**src/rtl/asp_pkg.sv**
```systemverilog
package asp_pkg;

   ////////////////////////////////////////////////////////////////////////////
   // timing
   localparam int          CLK_PERIOD_NS  = 5;
   localparam int          WAKE_DELAY_NS  = 1000;
   localparam int          QUIET_NS       = 30;
   localparam logic [7:0]  WAKE_CYC       = 8'((WAKE_DELAY_NS + CLK_PERIOD_NS - 1)
                                               / CLK_PERIOD_NS);
   localparam logic [7:0]  QUIET_CYC      = 8'((QUIET_NS + CLK_PERIOD_NS - 1)
                                               / CLK_PERIOD_NS);
   localparam logic [2:0]  SCLK_HALF_CYC  = 3'h4;

   ////////////////////////////////////////////////////////////////////////////
   // frame edge counts
   localparam logic [4:0]  EDGES_GLITCH   = 5'h02;
   localparam logic [4:0]  EDGES_AWAKE    = 5'h0A;
   localparam logic [4:0]  EDGES_PD       = 5'h04;
   localparam logic [4:0]  EDGES_LONG     = 5'h10;
   localparam logic [4:0]  EDGES_SHORT    = 5'h0E;
   localparam logic [4:0]  LEAD_ZEROS     = 5'h02;
   localparam int          RES_W          = 12;
   localparam int          FRAME_W        = 16;

   ////////////////////////////////////////////////////////////////////////////
   // types
   typedef enum logic [1:0] {
      OP_CONVERT,
      OP_PARTIAL,
      OP_FULL,
      OP_WAKE
   } asp_op_t;

   typedef enum logic [1:0] {
      PS_UNKNOWN,
      PS_NORMAL,
      PS_PARTIAL,
      PS_FULL
   } asp_pwr_t;

   typedef enum logic [1:0] {
      ACT_DONE,
      ACT_DUMMY,
      ACT_SHORT,
      ACT_CONV
   } asp_act_t;

   typedef struct packed {
      asp_op_t op;
      logic    len16;
      logic    res12;
   } asp_cmd_t;

endpackage

```
**src/rtl/asp_sclk_gen.sv**
```systemverilog
`timescale 1ns/1ps
module asp_sclk_gen (
   // clock and reset
   input  wire logic clk,
   input  wire logic rst_n,
   input  wire logic ce,
   // control
   input  wire logic run,
   // serial clock
   output logic      sclk,
   output logic      fall_p,
   output logic      rise_p
);
   import asp_pkg::*;

   logic [2:0] cnt_ff;
   logic       sclk_ff;
   logic       wrap;

   // divider wrap point
   assign wrap   = run && (cnt_ff == SCLK_HALF_CYC - 3'h1);
   assign fall_p = wrap && sclk_ff;
   assign rise_p = wrap && !sclk_ff;
   assign sclk   = sclk_ff;

   // half-period counter, idles high while stopped
   always_ff @(posedge clk) begin
      if (!rst_n) begin
         cnt_ff  <= 3'h0;
         sclk_ff <= 1'b1;
      end else if (ce) begin
         if (!run) begin
            cnt_ff  <= 3'h0;
            sclk_ff <= 1'b1;
         end else if (wrap) begin
            cnt_ff  <= 3'h0;
            sclk_ff <= !sclk_ff;
         end else begin
            cnt_ff  <= cnt_ff + 3'h1;
         end
      end
   end

endmodule // asp_sclk_gen

```
**src/rtl/asp_rx_shift.sv**
```systemverilog
`timescale 1ns/1ps
module asp_rx_shift (
   // clock and reset
   input  wire logic                          clk,
   input  wire logic                          rst_n,
   input  wire logic                          ce,
   // serial input from pin
   input  wire logic                          serial_result_out,
   // control
   input  wire logic                          clr,
   input  wire logic                          smp,
   // captured bits, first bit highest
   output logic [asp_pkg::FRAME_W-1:0]        bits
);
   import asp_pkg::*;

   logic                 sync1_ff;
   logic                 sync2_ff;
   logic [FRAME_W-1:0]   shift_ff;

   // two-flop synchroniser for the pin
   always_ff @(posedge clk) begin
      if (!rst_n) begin
         sync1_ff <= 1'b0;
         sync2_ff <= 1'b0;
      end else if (ce) begin
         sync1_ff <= serial_result_out;
         sync2_ff <= sync1_ff;
      end
   end

   // msb-first shift on each sample strobe
   always_ff @(posedge clk) begin
      if (!rst_n) begin
         shift_ff <= '0;
      end else if (ce) begin
         if (clr) begin
            shift_ff <= '0;
         end else if (smp) begin
            shift_ff <= {shift_ff[FRAME_W-2:0], sync2_ff};
         end
      end
   end

   assign bits = shift_ff;

endmodule // asp_rx_shift

```
**src/rtl/asp_host.sv**
```systemverilog
`timescale 1ns/1ps
module asp_host (
   // system
   input  wire logic              CLK_SYS,
   input  wire logic              RESET_N,
   input  wire logic              CE,
   // command port
   input  wire logic              CMD_VALID,
   output logic                   CMD_READY,
   input  wire asp_pkg::asp_cmd_t CMD,
   // result port
   output logic                   RSLT_VALID,
   output logic [11:0]            RSLT_DATA,
   output asp_pkg::asp_pwr_t      PWR_STATE,
   output logic                   BUSY,
   // converter pins
   output logic                   CONV_SEL_N,
   output logic                   SCLK,
   input  wire logic              SERIAL_RESULT_OUT
);
   import asp_pkg::*;

   typedef enum logic [1:0] {
      ST_IDLE,
      ST_CLOCK,
      ST_QUIET
   } asp_st_t;

   ////////////////////////////////////////////////////////////////////////////
   // declarations
   asp_st_t             st_ff;
   asp_pwr_t            pwr_ff;
   asp_op_t             goal_ff;
   asp_act_t            act_ff;
   asp_act_t            nxt_act;
   logic                active_ff;
   logic                len16_ff;
   logic                res12_ff;
   logic                cs_n_ff;
   logic [4:0]          edge_ff;
   logic [4:0]          target_ff;
   logic [7:0]          quiet_ff;
   logic [7:0]          wake_ff;
   logic                wake_act_ff;
   logic                conv_done_ff;
   logic                rslt_valid_ff;
   logic [11:0]         rslt_ff;
   logic                fall_p;
   logic                rise_p;
   logic                run;
   logic                frame_end;
   logic                frame_go;
   logic                wake_wait;
   logic [FRAME_W-1:0]  bits;

   ////////////////////////////////////////////////////////////////////////////
   // helpers

   // pick the next frame toward the goal from the believed power state
   function automatic asp_act_t plan(input asp_op_t g, input asp_pwr_t p, input logic cd);
      asp_act_t a;
      a = ACT_DUMMY;
      unique case (g)
         OP_CONVERT: a = cd ? ACT_DONE : ((p == PS_NORMAL) ? ACT_CONV : ACT_DUMMY);
         OP_WAKE:    a = (p == PS_NORMAL) ? ACT_DONE : ACT_DUMMY;
         OP_PARTIAL: a = (p == PS_PARTIAL) ? ACT_DONE
                       : ((p == PS_NORMAL) ? ACT_SHORT : ACT_DUMMY);
         OP_FULL:    a = (p == PS_FULL) ? ACT_DONE
                       : ((p == PS_UNKNOWN) ? ACT_DUMMY : ACT_SHORT);
      endcase
      return a;
   endfunction

   // pull the result out of the captured frame, right-justified
   function automatic logic [11:0] extract(input logic [FRAME_W-1:0] b, input logic l16,
                                           input logic r12);
      logic [11:0] w;
      w = l16 ? b[13:2] : b[11:0];
      return r12 ? w : {2'h0, w[11:2]};
   endfunction

   ////////////////////////////////////////////////////////////////////////////
   // sub-blocks
   assign run = (st_ff == ST_CLOCK);

   asp_sclk_gen u_sclk (
      .clk    (CLK_SYS),
      .rst_n  (RESET_N),
      .ce     (CE),
      .run    (run),
      .sclk   (SCLK),
      .fall_p (fall_p),
      .rise_p (rise_p)
   );

   asp_rx_shift u_rx (
      .clk    (CLK_SYS),
      .rst_n  (RESET_N),
      .ce     (CE),
      .serial_result_out  (SERIAL_RESULT_OUT),
      .clr    (frame_go),
      .smp    (fall_p && run),                    // capture at falls only
      .bits   (bits)
   );

   ////////////////////////////////////////////////////////////////////////////
   // handshake and frame control terms
   assign nxt_act   = plan(goal_ff, pwr_ff, conv_done_ff);
   assign CMD_READY = (st_ff == ST_IDLE) && !active_ff;
   assign frame_go  = (st_ff == ST_IDLE) && active_ff && (nxt_act != ACT_DONE);
   // select rises only on the rise that follows the target fall
   assign frame_end = run && rise_p && (edge_ff == target_ff);
   assign wake_wait = wake_act_ff && (wake_ff < WAKE_CYC);

   // command capture and completion
   always_ff @(posedge CLK_SYS) begin
      if (!RESET_N) begin
         active_ff <= 1'b0;
         goal_ff   <= OP_WAKE;
         len16_ff  <= 1'b1;
         res12_ff  <= 1'b1;
      end else if (CE) begin
         if (CMD_VALID && CMD_READY) begin
            active_ff <= 1'b1;
            goal_ff   <= CMD.op;
            len16_ff  <= CMD.len16;
            res12_ff  <= CMD.res12;
         end else if ((st_ff == ST_IDLE) && active_ff && (nxt_act == ACT_DONE)) begin
            active_ff <= 1'b0;
         end
      end
   end

   // frame sequencer
   always_ff @(posedge CLK_SYS) begin
      if (!RESET_N) begin
         st_ff     <= ST_IDLE;
         cs_n_ff   <= 1'b1;
         act_ff    <= ACT_DONE;
         target_ff <= EDGES_LONG;
         quiet_ff  <= 8'h00;
      end else if (CE) begin
         unique case (st_ff)
            ST_IDLE: begin
               if (frame_go) begin
                  st_ff   <= ST_CLOCK;
                  cs_n_ff <= 1'b0;
                  act_ff  <= nxt_act;
                  // dummy frames run long so the device wakes fully
                  if (nxt_act == ACT_SHORT) begin
                     target_ff <= EDGES_PD;
                  end else if (nxt_act == ACT_CONV && !len16_ff) begin
                     target_ff <= EDGES_SHORT;
                  end else begin
                     target_ff <= EDGES_LONG;
                  end
               end
            end
            ST_CLOCK: begin
               if (frame_end) begin
                  st_ff    <= ST_QUIET;
                  cs_n_ff  <= 1'b1;
                  quiet_ff <= 8'h00;
               end
            end
            ST_QUIET: begin
               if (quiet_ff < QUIET_CYC) begin
                  quiet_ff <= quiet_ff + 8'h01;
               end else if (!wake_wait) begin
                  st_ff <= ST_IDLE;
               end
            end
            default: st_ff <= ST_IDLE;
         endcase
      end
   end

   // falling edges counted from select fall
   always_ff @(posedge CLK_SYS) begin
      if (!RESET_N) begin
         edge_ff <= 5'h00;
      end else if (CE) begin
         if (frame_go) begin
            edge_ff <= 5'h00;
         end else if (run && fall_p) begin
            edge_ff <= edge_ff + 5'h01;
         end
      end
   end

   // wake delay timed from the select fall of a frame leaving full power-down
   always_ff @(posedge CLK_SYS) begin
      if (!RESET_N) begin
         wake_act_ff <= 1'b0;
         wake_ff     <= 8'h00;
      end else if (CE) begin
         if (frame_go) begin
            // an unknown state may be full power-down, so wait then too
            wake_act_ff <= (pwr_ff == PS_FULL) || (pwr_ff == PS_UNKNOWN);
            wake_ff     <= 8'h00;
         end else if (wake_act_ff && wake_ff < WAKE_CYC) begin
            wake_ff <= wake_ff + 8'h01;
         end
      end
   end

   // believed power state of the converter, updated at select rise
   always_ff @(posedge CLK_SYS) begin
      if (!RESET_N) begin
         pwr_ff <= PS_UNKNOWN;
      end else if (CE && frame_end) begin
         if (edge_ff >= EDGES_AWAKE) begin
            pwr_ff <= PS_NORMAL;
         end else if (pwr_ff == PS_NORMAL && edge_ff >= EDGES_GLITCH) begin
            pwr_ff <= PS_PARTIAL;
         end else if (pwr_ff == PS_PARTIAL || pwr_ff == PS_FULL) begin
            pwr_ff <= PS_FULL;
         end
      end
   end

   // result capture after a conversion frame
   always_ff @(posedge CLK_SYS) begin
      if (!RESET_N) begin
         rslt_valid_ff <= 1'b0;
         rslt_ff       <= 12'h000;
         conv_done_ff  <= 1'b0;
      end else if (CE) begin
         rslt_valid_ff <= 1'b0;
         if (CMD_VALID && CMD_READY) begin
            conv_done_ff <= 1'b0;
         end else if (frame_end && act_ff == ACT_CONV) begin
            rslt_valid_ff <= 1'b1;
            rslt_ff       <= extract(bits, len16_ff, res12_ff);
            conv_done_ff  <= 1'b1;
         end
      end
   end

   assign RSLT_VALID = rslt_valid_ff;
   assign RSLT_DATA  = rslt_ff;
   assign PWR_STATE  = pwr_ff;
   assign BUSY       = active_ff || (st_ff != ST_IDLE);
   assign CONV_SEL_N = cs_n_ff;

   ////////////////////////////////////////////////////////////////////////////
   // checks
   logic [7:0] hi_cnt_ff;
   logic       seen_dummy_ff;

   // cycles since select went high, and whether a long frame ran yet
   always_ff @(posedge CLK_SYS) begin
      if (!RESET_N) begin
         hi_cnt_ff     <= 8'hFF;  // saturated: no frame precedes the first one
         seen_dummy_ff <= 1'b0;
      end else if (CE) begin
         if (!cs_n_ff) begin
            hi_cnt_ff <= 8'h00;
         end else if (hi_cnt_ff != 8'hFF) begin
            hi_cnt_ff <= hi_cnt_ff + 8'h01;
         end
         if (frame_end && edge_ff >= EDGES_AWAKE) begin
            seen_dummy_ff <= 1'b1;
         end
      end
   end

   AST_QUIET_GAP: assert property (@(posedge CLK_SYS) disable iff (!RESET_N || !CE)
      $fell(cs_n_ff) |-> $past(hi_cnt_ff) >= QUIET_CYC)
      else $error("select fell before quiet time");

   AST_WAKE_WAIT: assert property (@(posedge CLK_SYS) disable iff (!RESET_N || !CE)
      $fell(cs_n_ff) && $past(wake_act_ff) |-> $past(wake_ff) >= WAKE_CYC)
      else $error("frame started inside wake delay");

   AST_DUMMY_FIRST: assert property (@(posedge CLK_SYS) disable iff (!RESET_N || !CE)
      RSLT_VALID |-> seen_dummy_ff)
      else $error("result without prior full frame");

   AST_PD_WINDOW: assert property (@(posedge CLK_SYS) disable iff (!RESET_N || !CE)
      frame_end && act_ff == ACT_SHORT |-> edge_ff >= EDGES_GLITCH && edge_ff < EDGES_AWAKE)
      else $error("power-down frame outside edge window");

   AST_FULL_LEN: assert property (@(posedge CLK_SYS) disable iff (!RESET_N || !CE)
      frame_end && act_ff == ACT_CONV |-> edge_ff == (len16_ff ? EDGES_LONG : EDGES_SHORT))
      else $error("conversion frame has wrong edge count");

   AST_DUMMY_WAKES: assert property (@(posedge CLK_SYS) disable iff (!RESET_N || !CE)
      frame_end && act_ff == ACT_DUMMY |=> pwr_ff == PS_NORMAL)
      else $error("dummy frame did not wake converter");

   AST_FULL_FROM_PARTIAL: assert property (@(posedge CLK_SYS)
      disable iff (!RESET_N || !CE) $changed(pwr_ff) && pwr_ff == PS_FULL |-> $past(pwr_ff) == PS_PARTIAL)
      else $error("full power-down not reached through partial");

   AST_EDGES_IN_FRAME: assert property (@(posedge CLK_SYS)
      disable iff (!RESET_N || !CE) $rose(cs_n_ff) |-> $past(edge_ff) == $past(target_ff) && SCLK)
      else $error("select rose at wrong edge count");

   AST_RESULT_PULSE: assert property (@(posedge CLK_SYS) disable iff (!RESET_N || !CE)
      frame_end && act_ff == ACT_CONV |=> RSLT_VALID ##1 !RSLT_VALID)
      else $error("result pulse not one cycle");

   COV_CONVERT: cover property (@(posedge CLK_SYS) disable iff (!RESET_N) RSLT_VALID);
   COV_PARTIAL: cover property (@(posedge CLK_SYS) disable iff (!RESET_N)
      $changed(pwr_ff) && pwr_ff == PS_PARTIAL);
   COV_FULL:    cover property (@(posedge CLK_SYS) disable iff (!RESET_N)
      $changed(pwr_ff) && pwr_ff == PS_FULL);
   COV_WAKE:    cover property (@(posedge CLK_SYS) disable iff (!RESET_N)
      wake_act_ff && wake_ff == WAKE_CYC);

endmodule // asp_host

```
**config.mk**
```make
export PLATFORM = sky130hd
export DESIGN_NAME = asp_host
export DESIGN_NICKNAME = d
export VERILOG_FILES = /design/src/rtl/asp_pkg.sv /design/src/rtl/asp_sclk_gen.sv /design/src/rtl/asp_rx_shift.sv /design/src/rtl/asp_host.sv
export SDC_FILE = /design/constraint.sdc
export NUM_CORES = 1
export LEC_CHECK = 0
export BUFFER_PORTS_ARGS = -buffer_cell sky130_fd_sc_hd__buf_2
export CAP_MARGIN = 40
export CORE_MARGIN = 4
export CORE_UTILIZATION = 54
export DETAILED_ROUTE_END_ITERATION = 10
export PLACE_DENSITY = 0.76
export SLEW_MARGIN = 25
export SYNTH_ARGS = -nofsm -noshare
export SYNTH_HDL_FRONTEND = slang
export SYNTH_SLANG_ARGS = --single-unit
```
**constraint.sdc**
```tcl
create_clock -name CLK_SYS -period 1.8 [get_ports CLK_SYS]
set_clock_uncertainty 0.05 [all_clocks]
set_input_delay 0.09 -clock CLK_SYS [delete_from_list [all_inputs] [get_ports CLK_SYS]]
set_output_delay 0.09 -clock CLK_SYS [all_outputs]
set_load 0.05 [all_outputs]
```
## After elaboration in Yosys (flattened, before gate mapping)

Index checks and enable logic that the tools add are counted.

| cells by class | value |
|---|---|
| $add $sub $neg | 4 |
| magnitude comparators | 4 |
| equal/unequal tests | 19 |
| muxes and demuxes | 42 |
| bitwise gates (word level) | 1 |
| reductions and logical operators | 48 |

Operators by type and width:

| cell | number |
|---|---|
| 8-bit two-way mux | 4 |
| 14-bit two-way mux | 2 |
| 2-bit two-way mux | 13 |
| 12-bit two-way mux | 2 |
| 5-bit two-way mux | 4 |
| 8-bit by 1-bit adder with 8-bit output, second input constant | 2 |
| 2-bit equality test, second input constant | 8 |
| 1-bit logical AND | 16 |
| 8-bit case mux with 2 select lines | 1 |
| 2-bit AND reduction | 8 |
| 2-bit nonzero test | 8 |
| 1-bit two-way mux | 11 |
| 2-bit logical NOT | 4 |
| 8-bit by 3-bit less-than comparator with 1-bit output, second input constant | 1 |
| 8-bit less-than comparator, second input constant | 1 |
| 2-bit inequality test, second input constant | 4 |
| 2-bit case mux with 4 select lines | 1 |
| 4-bit AND reduction | 2 |
| 2-bit by 1-bit equality test with 1-bit output, second input constant | 3 |
| 3-bit two-way mux | 2 |
| 2-bit case mux with 3 select lines | 1 |
| 3-bit AND reduction | 2 |
| 5-bit by 1-bit adder with 5-bit output, second input constant | 1 |
| 5-bit equality test | 1 |
| 11 further kinds | 16 |

| storage, ports and cells | value |
|---|---|
| register bits after elaboration | 73 |
| bits of input ports | 9 |
| output and inout port bits | 19 |
| word-level logic and storage cells | 139 |

## Longest topological paths before layout

| logic depth | value |
|---|---|
| depth in word-level cells | 8 |
| depth in mapped cells | 7 |
| mapped depth without buffers | 6 |

## Cells and area by module

A second synthesis with hierarchy kept.

| second synthesis, totals | value |
|---|---|
| cell total of the unflattened synthesis | 378 |
| area, all modules | 3428.3 um^2 |

By module, submodules not included:

| module | instances | cells each | area an instance (um^2) | seq. area each (um^2) |
|---|---|---|---|---|
| asp_host | 1 | 296 | 2582.5 | 1021.0 |
| asp_rx_shift | 1 | 61 | 638.1 | 360.3 |
| asp_sclk_gen | 1 | 21 | 207.7 | 80.1 |

## Least setup slack after synthesis

Ideal clock, no wire load.

| path | value |
|---|---|
| path type | register to register |
| start | reg st_ff[1] |
| end | reg rslt_ff[8], in the netlist RSLT_DATA[8] |
| setup time | 0.124 ns |
| arrival time | 2.507 ns |
| data required time | 1.626 ns |
| setup slack | -0.881 ns |
| stages on the path, launching flop included | 7 |
| path buffers | 2 |
| period minus slack after synthesis | 2.681 ns |
| cell sequence | dfxtp_1 > nor3_1 > a21oi_1 > and3_1 > buf_2 > buf_6 > mux2i_1 |

| between the ends | value |
|---|---|
| elaborated cells between the ends (all ways) | 11 |
| those cells by class | 1 x eq/ne; 1 x bitwise; 9 x reduce/logical |

RTL lines:

| what | RTL line | RTL |
|---|---|---|
| from (decl) | asp_host.sv:31 | `asp_st_t st_ff;` |
| from (signal assigned) | asp_host.sv:137 | `st_ff <= ST_IDLE;` |
| from (signal assigned) | asp_host.sv:146 | `st_ff <= ST_CLOCK;` |
| from (signal assigned) | asp_host.sv:161 | `st_ff <= ST_QUIET;` |
| 2-bit logical NOT | asp_host.sv:109 | `assign CMD_READY = (st_ff == ST_IDLE) && !active_ff;` |
| 1-bit logical AND | asp_host.sv:109 |  |
| via CMD_READY | asp_host.sv:9 | `output logic CMD_READY,` |
| 1-bit logical AND | asp_host.sv:230 | `if (CMD_VALID && CMD_READY) begin` |
| 1-bit inverter (no line) | - |  |
| 3-bit AND reduction (no line) | - |  |
| to (signal assigned) | asp_host.sv:234 | `rslt_ff <= extract(bits, len16_ff, res12_ff);` |
| to (decl) | asp_host.sv:47 | `logic [11:0] rslt_ff;` |

The timed path passes the listed nets, and every way through them passes these cells.
A chain may end at the register's enable or synchronous reset.

## Final worst setup path

| path | value |
|---|---|
| start | reg u_sclk.cnt_ff[0] |
| end | reg pwr_ff[0], in the netlist PWR_STATE[0] |

| between the ends | value |
|---|---|
| longest elaborated chain between the ends | 7 |

Ends and longest elaborated chain:

| what | RTL line | RTL |
|---|---|---|
| from (decl) | asp_sclk_gen.sv:16 | `logic [2:0] cnt_ff;` |
| from (signal assigned) | asp_sclk_gen.sv:39 | `cnt_ff <= cnt_ff + 3'h1;` |
| 3-bit by 2-bit equality test with 1-bit output | asp_sclk_gen.sv:21 | `assign wrap = run && (cnt_ff == SCLK_HALF_CYC - 3'h1);` |
| 1-bit logical AND | asp_sclk_gen.sv:21 |  |
| 1-bit logical AND | asp_sclk_gen.sv:23 | `assign rise_p = wrap && !sclk_ff;` |
| 1-bit logical AND (2 in series) | asp_host.sv:112 | `assign frame_end = run && rise_p && (edge_ff == target_ff);` |
| 1-bit logical AND | asp_host.sv:211 | `end else if (CE && frame_end) begin` |
| 2-bit AND reduction (no line) | - |  |
| to (signal assigned) | asp_host.sv:210 | `pwr_ff <= PS_UNKNOWN;` |
| to (signal assigned) | asp_host.sv:213 | `pwr_ff <= PS_NORMAL;` |
| to (signal assigned) | asp_host.sv:215 | `pwr_ff <= PS_PARTIAL;` |
| to (decl) | asp_host.sv:32 | `asp_pwr_t pwr_ff;` |

Every way passes these cells.

==> results_dict.tcl <==
set metrics [dict create \
    worst_slew_pin_slew_ps 499 \
    dp_hpwl_um 5800 \
    syn_avg_cell_area_um2 8.82 \
    cp-endpoint "PWR_STATE[0]" \
    antenna_cells 0 \
    multi_input_area_um2 2080 \
    area_delta_synth_final_pct 32.7 \
    vias_per_cell 5.86 \
    synth.cell_area_um2 3440 \
    grt_pass1_vias 2864 \
    core-area_um2 6060 \
    cts_tree "yes" \
    finalWirelength_um 8910 \
    timing.rr.start "u_sclk.cnt_ff[0]" \
    die_x_um 87.8 \
    syn_nets 408 \
    yosys.cell_types.count 50 \
    slew_violations 0 \
    fin_nets 478 \
    timing.fmax_mhz 522 \
    crit_start "u_sclk.cnt_ff[0]" \
    vdd_drop_max_mv 0.809 \
    finalWorstSetupSlack_ps -117 \
    fp.dieH_um 87.8 \
    met2_length_um 4110 \
    dieArea_um2 7710 \
    cts_num_sinks 71 \
    initial_core_util_pct 56.8 \
    wl_met1_um 4100 \
    clockBufferDepth 2 \
    reg2reg_depth 5 \
    p_leak_uw 0.00187 \
    max_cap_viol_count 0 \
    detail-route-antenna-nets 0 \
    worstSetupPathType "reg -> reg" \
    grt_max_degree 46 \
    htreeDepth 3 \
    max_slew_margin_pct 66.7 \
    worstPathArrival_ps 2160 \
    wl_met3_um 537 \
    yosys_warnings 0 \
    max_stage_delay_ps 490 \
    topRoutingLayerUsed "met4" \
    area.sequential_um2 1440 \
    r2r_slack_ps -120 \
    drive_above_1_share_pct 31.4 \
    crit_buf_inv 0 \
    hp-class "in -> reg" \
    syn_inst 390 \
    synth_edf_count 0 \
    rsz0062_at_grt "yes" \
    worstPathMaxFanout 4 \
    numCtsBuffers 9 \
    async_flop_share_pct 0 \
    failed_checks "setup timing" \
    crit_required_ps 2040 \
    clk_latency_ps 350 \
    overflow 0 \
    finalInstanceArea_um2 4560 \
    grt_antenna_before_repair 0 \
    ys_ff_latch 71 \
    p_total_uw 3350 \
    worstPathCellList "ha_4 -> or4b_4 -> or3_4 -> a211oi_2 -> o221a_4" \
    synth_flop_cell "dfxtp_1" \
    drtPass1Iterations 5 \
    cts.reportedPaths.clkPinSlew_ps 80 \
    cts_root_buf "clkbuf_8" \
    start_kind "flop" \
    critical_path.top_delay_family "simple AND/OR/NAND/NOR gates" \
    period_needed_ps 1920 \
    slowest_stage "or4b_4" \
    io_buffers 27 \
    p_per_area_nw_per_um2 734 \
    grt_pass1_wl_um 13800 \
    drt_iter0_drc 182 \
    drc_errors 0 \
    gp_congestion 0.832 \
    regToRegEndpoint "PWR_STATE[0]" \
    status "finished, violations left" \
    vias 3163 \
    wire_per_inst_um 16.5 \
    finalCritPeriodShare_pct 107 \
    hold_viol_final 0 \
    nFillCells 417 \
    setup_viol 48 \
    worst-path-stages 5 \
    grt_use_total_pct 23.1 \
    rows 28 \
    yosysSeqAreaShare_pct 41.3 \
    place_area_um2 4000 \
    end_kind "flop" \
    pin_count 28 \
]
worst register-to-register path, cell delays in order, from the launching register on:
cell and delay (ps):
dfxtp_2 360, ha_4 150, or4b_4 490, or3_4 380, a211oi_2 230, o221a_4 210
kinds of logic after synthesis:
kind of cell | synth area share, %
muxes | 10.0
xor gates and xnor gates | 2.80
buffers and inverters | 4.33
DFF | 41.3
AOI/OAI and AO/OA | 17.8
adders and majority gates | 3.27
and+or+nand+nor | 20.5
layout by cell type, fill, tap and decap left out, drive strengths merged, types with 8 or more instances in the layout:
cell type  synthesis  routed
inv               12      13
nand4              8       8
mux2i             30      30
clkbuf            19      12
o21ai             16      16
and3              12      12
dfxtp             71      71
ha                 9       9
nand2             52      52
a21oi             32      32
buf                6      78
nor2              15      15
nand3             12      12
xor2              10      10
o211ai            19      19
report_power, final:
| part | switching (µW) | leakage (µW) | total [µW] | internal, µW |
|---|---|---|---|---|
| clock | 607 | 0.000116 | 1460 | 854 |
| combinational | 169 | 0.00117 | 286 | 116 |
| sequential | 21.5 | 0.000576 | 1600 | 1580 |
| total | 798 | 0.00187 | 3350 | 2550 |
through the flow:
stage / instances / util [%] / setup TNS, ps / hold WS, ps / worst slack (ps)
floorplan: 390 / - / -1370 / 165 / -82.6
global placement: 511 / 66.0 / -1220 / 251 / -57.5
detailed placement: 511 / 66.0 / -2910 / 257 / -108
CTS: 534 / 72.0 / -301 / 34.8 / -39.5
global route: 540 / 75.3 / -5580 / 70.7 / -159
finish: 540 / 75.3 / -2300 / 65.7 / -117
routing by layer:
layer | GRT usage, % | vias to the layer above
li1 | - | 1555
met1 | 32.3 | 1492
met2 | 34.5 | 101
met3 | 5.08 | 15
met4 | 9.62 | 0
met5 | 0 | -
synthesized netlist by cell type, types with 9 or more instances:
cell      count  area [µm²]
a21oi_1      32         160
and3_1       12        75.1
clkbuf_1     19        71.3
dfxtp_1      71        1420
ha_1          9         113
inv_1        12        45.0
mux2i_1      30         300
nand2_1      52         195
nand3_1      12        60.1
nor2_1       15        56.3
o211ai_1     19         143
o21ai_0      15        75.1
xor2_1       10        87.6
sequential cells by signal (all words and copies together) (netlist names), 2 cells and up:
signal,flops
u_rx.bits,14
act_ff,2
RSLT_DATA,12
st_ff,2
edge_ff,5
wake_ff,8
quiet_ff,8
target_ff,3
PWR_STATE,2
goal_ff,2
u_sclk.cnt_ff,3
worst min-delay path by stage:
stage	slack [ps]	from	endpoint	cells after the start
5_1_grt	70	CE	quiet_ff[1]	3
6_report	70	CE	u_sclk.cnt_ff[1]	3
3_5_place_dp	260	CMD[2]	goal_ff[0]	3
3_3_place_gp	250	CMD[2]	goal_ff[0]	3
2_1_floorplan	170	CMD[2]	goal_ff[0]	2
4_1_cts	30	CE	u_sclk.cnt_ff[1]	3
timing repair:
item | CTS | global route
gates cloned | 1 | 1
gates resized for setup | 16 | 32
pin swaps | 6 | 15
setup endpoints to repair | 55 | 58
setup buffers | 1 | 5
hold endpoints to repair | 5 | 0
hold buffers | 5 | 0
layout make-up:
| class | count | share of cell area [%] |
|---|---|---|
| well taps | 75 | 2.06 |
| multi-input cells | 282 | 45.7 |
| inverters | 12 | 1.04 |
| flip-flops and latches | 71 | 31.5 |
| clock buffers | 11 | 3.32 |
| repair buffers | 84 | 14.7 |
| clock inverters | 5 | 1.73 |
Note: power is estimated with default switching activity, not from simulation.
